[config.mk]
export PLATFORM = sky130hd
export DESIGN_NAME = ocp_top
export DESIGN_NICKNAME = d
export VERILOG_FILES = /design/src/inc/ocp_pkg.sv /design/src/rtl/ocp_top.sv /design/src/rtl/ocp_div.sv
export SDC_FILE = /design/constraint.sdc
export NUM_CORES = 1
export LEC_CHECK = 0
export BUFFER_PORTS_ARGS = -buffer_cell sky130_fd_sc_hd__buf_2
export CORE_MARGIN = 5
export CORE_UTILIZATION = 55
export DETAILED_ROUTE_END_ITERATION = 12
export PLACE_DENSITY = 0.77
export SLEW_MARGIN = 20
export SYNTH_ARGS = -nofsm -noshare
export SYNTH_HDL_FRONTEND = slang
export SYNTH_SLANG_ARGS = --single-unit
[constraint.sdc]
create_clock -name clk -period 3.1 [get_ports clk]
set_clock_uncertainty 0.15 [all_clocks]
set_input_delay 0.465 -clock clk [delete_from_list [all_inputs] [get_ports clk]]
set_output_delay 0.465 -clock clk [all_outputs]
set_load 0.1 [all_outputs]
[src/inc/ocp_pkg.sv]
// Constants shared by the oscillator divider and power control block.
package ocp_pkg;

  localparam int NUM_OSC = 3;

  // Register byte offsets on the APB window.
  localparam logic [7:0] ADDR_CFG_SLOW = 8'h00;
  localparam logic [7:0] ADDR_CFG_MED  = 8'h04;
  localparam logic [7:0] ADDR_CFG_FAST = 8'h08;
  localparam logic [7:0] ADDR_STATUS   = 8'h0c;

  // Configuration word field positions.
  localparam int CFG_W          = 9;
  localparam int CFG_PRE_LSB    = 0;
  localparam int CFG_POST_LSB   = 2;
  localparam int CFG_EXT_BIT    = 5;
  localparam int CFG_MFORCE_BIT = 6;
  localparam int CFG_FORCE_BIT  = 7;
  localparam int CFG_DELAY_BIT  = 8;
  localparam logic [CFG_W-1:0] CFG_RST = 9'h000;

  // Status word field positions.
  localparam int ST_RUN_LSB   = 0;
  localparam int ST_LOGIC_LSB = 3;
  localparam int ST_CLK_LSB   = 6;

  // Clock rate and nominal source frequencies.
  localparam int CLK_HZ  = 50_000_000;
  localparam int CLK_MHZ = 50;
  localparam int SLOW_HZ = 2_048;
  localparam int MED_HZ  = 2_048_000;
  localparam int FAST_HZ = 25_000_000;

  // Half periods of each source in system clock cycles.
  localparam int SLOW_HALF = CLK_HZ / (2 * SLOW_HZ);
  localparam int MED_HALF  = CLK_HZ / (2 * MED_HZ);
  localparam int FAST_HALF = CLK_HZ / (2 * FAST_HZ);

  // Delayed startup of the fast source, rounded up to whole cycles.
  localparam int STARTUP_NS  = 100;
  localparam int STARTUP_CYC = (STARTUP_NS * CLK_MHZ + 999) / 1000;

  // Second stage ratio for each select code.
  function automatic logic [6:0] ocp_post_ratio(input logic [2:0] sel);
    logic [6:0] r;
    r = 7'h01;
    unique case (sel)
      3'h0: r = 7'h01;
      3'h1: r = 7'h02;
      3'h2: r = 7'h03;
      3'h3: r = 7'h04;
      3'h4: r = 7'h08;
      3'h5: r = 7'h0c;
      3'h6: r = 7'h18;
      3'h7: r = 7'h40;
    endcase
    return r;
  endfunction : ocp_post_ratio

endpackage : ocp_pkg

[src/rtl/ocp_top.sv]
// Oscillator power control and divider chain with an APB register window.
//
// What this block does
// - Three independent sources, slow, medium and fast, each separately controlled.
// - First stage divides each source by 1, 2, 4 or 8.
// - Second stage divides by 1,2,3,4,8,12,24,64 onto the matrix line.
// - Fast source has a 100 ns delayed startup enabled by one bit.
// - Matrix power-down/force-on line per source overrides the force-on setting and cell requests.
// - Run decision uses reset, external select, matrix, two settings, cell requests.
// - Reset done with external select stops oscillator; dividers run from pin.
// - Auto mode runs the source only while a counter/delay cell requests it.
// - A source runs only while some consumer of its clock is powered.
`timescale 1ns/10ps
`default_nettype none
module ocp_top
  import ocp_pkg::*;
#(
  parameter int SLOW_HALF_CYC = SLOW_HALF
)
(
  input  wire logic                 clk,
  input  wire logic                 rst_n,
  input  wire logic [7:0]           paddr,
  input  wire logic                 psel,
  input  wire logic                 penable,
  input  wire logic                 pwrite,
  input  wire logic [31:0]          pwdata,
  output logic [31:0]               prdata,
  output logic                      pready,
  output logic                      pslverr,
  input  wire logic                 por_done,
  input  wire logic [NUM_OSC-1:0]   matrix_ctrl,
  input  wire logic [NUM_OSC-1:0]   counter_delay_cells_req,
  input  wire logic [NUM_OSC-1:0]   consumer_on,
  input  wire logic [NUM_OSC-1:0]   ext_clk_pin,
  output logic [NUM_OSC-1:0]        matrix_clk,
  output logic [NUM_OSC-1:0]        osc_running
);
  import ocp_pkg::*;

  logic [CFG_W-1:0] cfg_r [NUM_OSC];
  logic [31:0]      prdata_r;

  wire [NUM_OSC-1:0] run_int;
  wire [NUM_OSC-1:0] logic_on;
  wire [NUM_OSC-1:0] run_q;
  wire [NUM_OSC-1:0] div_out;

  // Register decode.
  wire hit_slow = (paddr == ADDR_CFG_SLOW);
  wire hit_med  = (paddr == ADDR_CFG_MED);
  wire hit_fast = (paddr == ADDR_CFG_FAST);
  wire hit_stat = (paddr == ADDR_STATUS);
  wire hit_any  = hit_slow || hit_med || hit_fast || hit_stat;
  wire setup    = psel && !penable;
  wire wr_acc   = psel && penable && pwrite && hit_any;

  wire [31:0] status_word =
    {23'h000000, div_out, logic_on, run_q};
  wire [31:0] rd_mux =
    hit_slow ? {23'h000000, cfg_r[0]} :
    hit_med  ? {23'h000000, cfg_r[1]} :
    hit_fast ? {23'h000000, cfg_r[2]} :
    hit_stat ? status_word : 32'h00000000;

  // Config is meant to be written once after power-up; the dividers read it live.
  always_ff @(posedge clk)
  begin
    if (!rst_n)
    begin
      cfg_r[0] <= CFG_RST;
      cfg_r[1] <= CFG_RST;
      cfg_r[2] <= CFG_RST;
    end
    else if (wr_acc)
    begin
      if (hit_slow)
        cfg_r[0] <= pwdata[CFG_W-1:0];
      if (hit_med)
        cfg_r[1] <= pwdata[CFG_W-1:0];
      if (hit_fast)
        cfg_r[2] <= pwdata[CFG_W-1:0];
    end
  end

  // Read data is captured in the setup cycle so it stands from a flop.
  always_ff @(posedge clk)
  begin
    if (!rst_n)
      prdata_r <= 32'h00000000;
    else if (setup)
      prdata_r <= pwrite ? 32'h00000000 : rd_mux;
  end

  assign prdata  = prdata_r;
  assign pready  = 1'b1;
  assign pslverr = psel && penable && !hit_any;

  genvar i;
  generate
    for (i = 0; i < NUM_OSC; i++)
    begin : g_osc
      localparam logic [15:0] HALF_M1 =
        (i == 0) ? 16'(SLOW_HALF_CYC - 1) :
        (i == 1) ? 16'(MED_HALF - 1) : 16'(FAST_HALF - 1);
      localparam logic [3:0] SU_LOAD = 4'(STARTUP_CYC);

      logic        ext_meta_r;
      logic        ext_sync_r;
      logic        ext_prev_r;
      logic        run_r;
      logic [3:0]  su_cnt_r;
      logic [15:0] half_cnt_r;

      wire [CFG_W-1:0] cfg = cfg_r[i];
      wire ext_sel   = cfg[CFG_EXT_BIT];
      wire m_force   = cfg[CFG_MFORCE_BIT];
      wire force_on  = cfg[CFG_FORCE_BIT];
      wire delay_en  = (i == NUM_OSC - 1) && cfg[CFG_DELAY_BIT];

      wire want = matrix_ctrl[i] ? m_force : (force_on || counter_delay_cells_req[i]);
      assign run_int[i]  = por_done && !ext_sel && want && consumer_on[i];
      assign logic_on[i] = por_done && (ext_sel || run_int[i]);
      assign run_q[i]    = run_r;

      wire int_edge = run_r && (su_cnt_r == 4'h0) && (half_cnt_r == HALF_M1);
      wire ext_edge = ext_sync_r ^ ext_prev_r;
      wire src_edge = ext_sel ? ext_edge : int_edge;

      always_ff @(posedge clk)
      begin
        if (!rst_n)
        begin
          ext_meta_r <= 1'b0;
          ext_sync_r <= 1'b0;
          ext_prev_r <= 1'b0;
        end
        else
        begin
          ext_meta_r <= ext_clk_pin[i];
          ext_sync_r <= ext_meta_r;
          ext_prev_r <= ext_sync_r;
        end
      end

      always_ff @(posedge clk)
      begin
        if (!rst_n)
        begin
          run_r    <= 1'b0;
          su_cnt_r <= 4'h0;
        end
        else
        begin
          run_r <= run_int[i];
          if (run_int[i] && !run_r)
            su_cnt_r <= delay_en ? SU_LOAD : 4'h0;
          else if (su_cnt_r != 4'h0)
            su_cnt_r <= su_cnt_r - 4'h1;
        end
      end

      always_ff @(posedge clk)
      begin
        if (!rst_n || !run_r || (su_cnt_r != 4'h0) || half_cnt_r == HALF_M1)
          half_cnt_r <= 16'h0000;
        else
          half_cnt_r <= half_cnt_r + 16'h0001;
      end

      ocp_div u_div (
        .clk      (clk),
        .rst_n    (rst_n),
        .run      (logic_on[i]),
        .src_edge (src_edge),
        .pre_sel  (cfg[CFG_PRE_LSB +: 2]),
        .post_sel (cfg[CFG_POST_LSB +: 3]),
        .div_clk  (div_out[i])
      );
    end
  endgenerate

  assign matrix_clk  = div_out;
  assign osc_running = run_q;

endmodule : ocp_top
`default_nettype wire

[src/rtl/ocp_div.sv]
// Two-stage divider for one clock source.
`timescale 1ns/10ps
`default_nettype none
module ocp_div
  import ocp_pkg::*;
(
  input  wire logic       clk,
  input  wire logic       rst_n,
  input  wire logic       run,
  input  wire logic       src_edge,
  input  wire logic [1:0] pre_sel,
  input  wire logic [2:0] post_sel,
  output logic            div_clk
);

  logic [2:0] pre_cnt_r;
  logic [5:0] post_cnt_r;
  logic       div_clk_r;

  wire [2:0] pre_max  = 3'((4'h1 << pre_sel) - 4'h1);
  wire       pre_edge = src_edge && (pre_cnt_r == pre_max);
  wire [5:0] post_max = 6'(ocp_post_ratio(post_sel) - 7'h01);
  wire       toggle   = pre_edge && (post_cnt_r == post_max);

  // Counting source edges keeps odd ratios at an even duty cycle.
  // Restart when idle.
  always_ff @(posedge clk)
  begin
    if (!rst_n || !run)
    begin
      pre_cnt_r  <= 3'h0;
      post_cnt_r <= 6'h00;
      div_clk_r  <= 1'b0;
    end
    else if (src_edge)
    begin
      pre_cnt_r <= pre_edge ? 3'h0 : pre_cnt_r + 3'h1;
      if (pre_edge)
        post_cnt_r <= toggle ? 6'h00 : post_cnt_r + 6'h01;
      if (toggle)
        div_clk_r <= ~div_clk_r;
    end
  end

  assign div_clk = div_clk_r;

endmodule : ocp_div
`default_nettype wire

==> run_results.csv <==
group,metric,value,unit
run_status,outcome,"finished, final reports clean",
worst_hold_path,hp-class,"input pin to flip-flop",
floorplan,die_w,123.6,um
clock_tree,cts.path.max_buffers,2,
floorplan,row_count,41,
sta,period_needed,2885,ps
sta,relSlewSlack,51.29,%
power,p_clk_share,41.8,%
critical_path,slowest_delay,470,ps
floorplan,core,12620,um2
yosys,syn_area_per_cell,9.258,um2
critical_path,crit_type,"flip-flop to flip-flop",
critical_path,endpoint_kind,"flip-flop",
global_routing,antenna_found_initial,0,
yosys,muxShareOfSynthArea,3.189,%
power,p_sw,0.001320,W
clock_tree,cts_made_buffers,17,
global_routing,grt_first_pass_wirelength,24.85,mm
yosys,yosys.area.top_type,"dfxtp_1",
floorplan,die_area,15280,um2
cells_and_area,num-nets-final,904,
place,portBuffers,50,
yosys,synthSimpleGateAreaFrac,25.46,%
yosys,synth-edff-count,27,
critical_path,rrSetupSlack,210,ps
route,vias,5490,
sta,hold_viol,0,
critical_path,startpoint_type,"flip-flop",
cells_and_area,area_growth,12.53,%
critical_path,slowest_stage,"edfxtp_1",
clock_tree,cts_max_level,4,
sta,rsz0062_at_grt,"false",
clock_tree,clkSlewWorstSetupHoldPaths,60,ps
clock_tree,clock-sinks,138,
floorplan,start_util,56.27,%
place,post-place-cells,970,
cells_and_area,insertedDiodeCount,0,
cells_and_area,drive_above_1_share,12.17,%
power,cellPowerDensity,614.8,nW/um2
place,place_congestion,0.8428,
route,drtAntennaViolNets,0,
clock_tree,tritoncts,"yes",
clock_tree,hold_buffers,0,
cells_and_area,instances_no_fill,1002,
global_routing,grt.total_usage,20.92,%
global_routing,gr-total-overflow,0,
clock_tree,post_cts_resize_count,0,
place,dpl_cell_area,7397,um2
yosys,netlist_area,7101,um2
power,p_total,0.004912,W
yosys,synth_fa_ha_area_share,5.110,%
power,seq_power_share,41.1,%
yosys,synth_compound_area_share,7.736,%
route,drc_errors,0,
power,ir_drop,0.5270,mV
sta,setup_tns,0,ps
yosys,seq_area_frac_synth,42.71,%
route,vias_per_cell,5.479,
floorplan,die_y,123.6,um
cells_and_area,layout_commonest_cell,"dfxtp_1",
route,drt-total-wl,15.16,mm
sta,setup_viol,0,
critical_path,worstReg2RegStart,"cfg_r[0][20]",
place,hpwl,11.26,mm
clock_tree,worstSkewPairLatency,420,ps
worst_hold_path,min_from,"ext_clk_pin[0]",
yosys,synth_top_family_by_area,"simple AND/OR/NAND/NOR gates",
critical_path,crit_chain,"inv_1, ha_1, or2_2, ha_1, nor2b_1, mux2i_1, o221a_2, o2111ai_1, or3_1, a21oi_1",
flow_run,cap_violations,0,
cells_and_area,mostFrequentLayoutCells,"111 x dfxtp_1, 94 x nor2_1, 51 x nand2_1",
yosys,async_flop_share,0,%
critical_path,critPathMostFrequentCell,"ha_1",
yosys,synth_top_area_share,31.30,%
yosys,synth_cells,767,
route,dr.pass1.iters,4,
yosys,ys.flop_type,"dfxtp_1",
global_routing,grt_pass1_vias,5387,
sta,tightest_slew,730.6,ps
floorplan,ios,98,
power,power_frac_comb,17.2,%
yosys,ys_top_cells_by_area,"dfxtp_1 31%, edfxtp_1 11%, xnor2_1 5.9%",
critical_path,crit_arrival,3080,ps
cells_and_area,design_area,7990,um2
yosys,synth_warnings,0,
global_routing,grt_max_degree,30,
power,power.internal,0.003592,W
yosys,synth_xor_area_share,9.868,%
critical_path,crit_start,"cfg_r[0][20]",
clock_tree,post_cts_buffers,0,
critical_path,path_max_fanout,7,
route,drt_iter0_drc,367,
sta,period_share,93.08,%
sta,max_freq,0.3466,GHz
critical_path,critPathRequiredTime,3300,ps
power,leakagePower,2.937,nW
yosys,synth_cell_types,56,
yosys,synth-seq-cells,138,
route,wire_per_inst,15.13,um
power,switching_share,26.87,%
sta,report.final.slew_viol_count,0,
clock_tree,cts-root-buf,"clkbuf_16",
-- state kept, by name (all words and copies together), names as in the netlist --
name                    count
g_osc.u_div.pre_cnt_r       9
cfg_r                      27
g_osc.half_cnt_r           48
g_osc.u_div.div_clk         3
g_osc.run_r                 3
g_osc.u_div.post_cnt_r     18
g_osc.ext_sync_r            3
g_osc.ext_prev_r            3
g_osc.ext_meta_r            3
prdata                      9
g_osc.su_cnt_r             12
-- cell type report --
class | count | area [um2]
Multi-Input combinational cell | 573 | 3737
Timing Repair Buffer | 56 | 295.3
Inverter | 31 | 116.4
Clock buffer | 22 | 444.2
Sequential cell | 138 | 3033
Fill cell | 1029 | 4629
Tap cell | 172 | 215.2
Clock inverter | 10 | 148.9
-- Yosys cell counts, drive strengths merged (26+ instances only) --
master / instances
xor2: 32
nand2: 51
nand3: 31
a21oi: 28
xnor2: 48
inv: 31
edfxtp: 27
dfxtp: 111
ha: 29
buf: 36
nor3: 26
nor2: 95
-- routing by layer --
metal  routed length, um  global-route usage (%)  up-vias
met4                 462                   9.896        0
met3                 823                   5.540       44
met2                7601                   36.19      141
met1                6272                   24.03     2596
li1                    -                       -     2709
met5                   0                       0        -
-- final timing paths --
kind,endpoint,depth (start not counted)
worst max-delay path,g_osc[2].u_div.div_clk,10
worst max register to register,g_osc[2].u_div.div_clk,10
worst min register to register,g_osc[1].ext_sync_r,1
worst min-delay path,g_osc[0].ext_meta_r,2
-- cells by family after synthesis --
family                   Yosys count
XOR/XNOR                          80
flip-flops                       138
buffers and inverters             78
AND/OR/NAND/NOR                  340
adder cells (fa/ha/maj)           29
multiplexers                      15
other                              2
AO/OA/AOI/OAI                     85
-- worst max-delay path, delay by kind of cell (launching register included) --
kind                       cells  cell delay [ps]
DFF                            1              470
AOI/OAI and AO/OA              3              540
adders and majority gates      2              510
and+or+nand+nor                3              830
muxes                          1              200
buffers and inverters          1              100
-- stage by stage --
step	setup slack, ps	hold WS [ps]	util, %
CTS	221.8	83.00	63.32
global placement	393.5	267.0	58.62
finish	214.6	97.01	63.32
floorplan	505.5	261.9	-
global route	50.15	89.13	63.32
detailed placement	321.6	274.5	58.62
-- power by group through the flow --
stage / Clock (W) / Combinational, W / Sequential (W)
6_report: 0.00205 / 0.000843 / 0.00202
5_1_grt: 0.00217 / 0.000941 / 0.00203
4_1_cts: 0.00207 / 0.000842 / 0.00202
3_5_place_dp: 0 / 0.000837 / 0.00205
3_3_place_gp: 0 / 0.000781 / 0.00204
2_1_floorplan: 0 / 0.000719 / 0.00203
(Power assumes the default switching activity.)
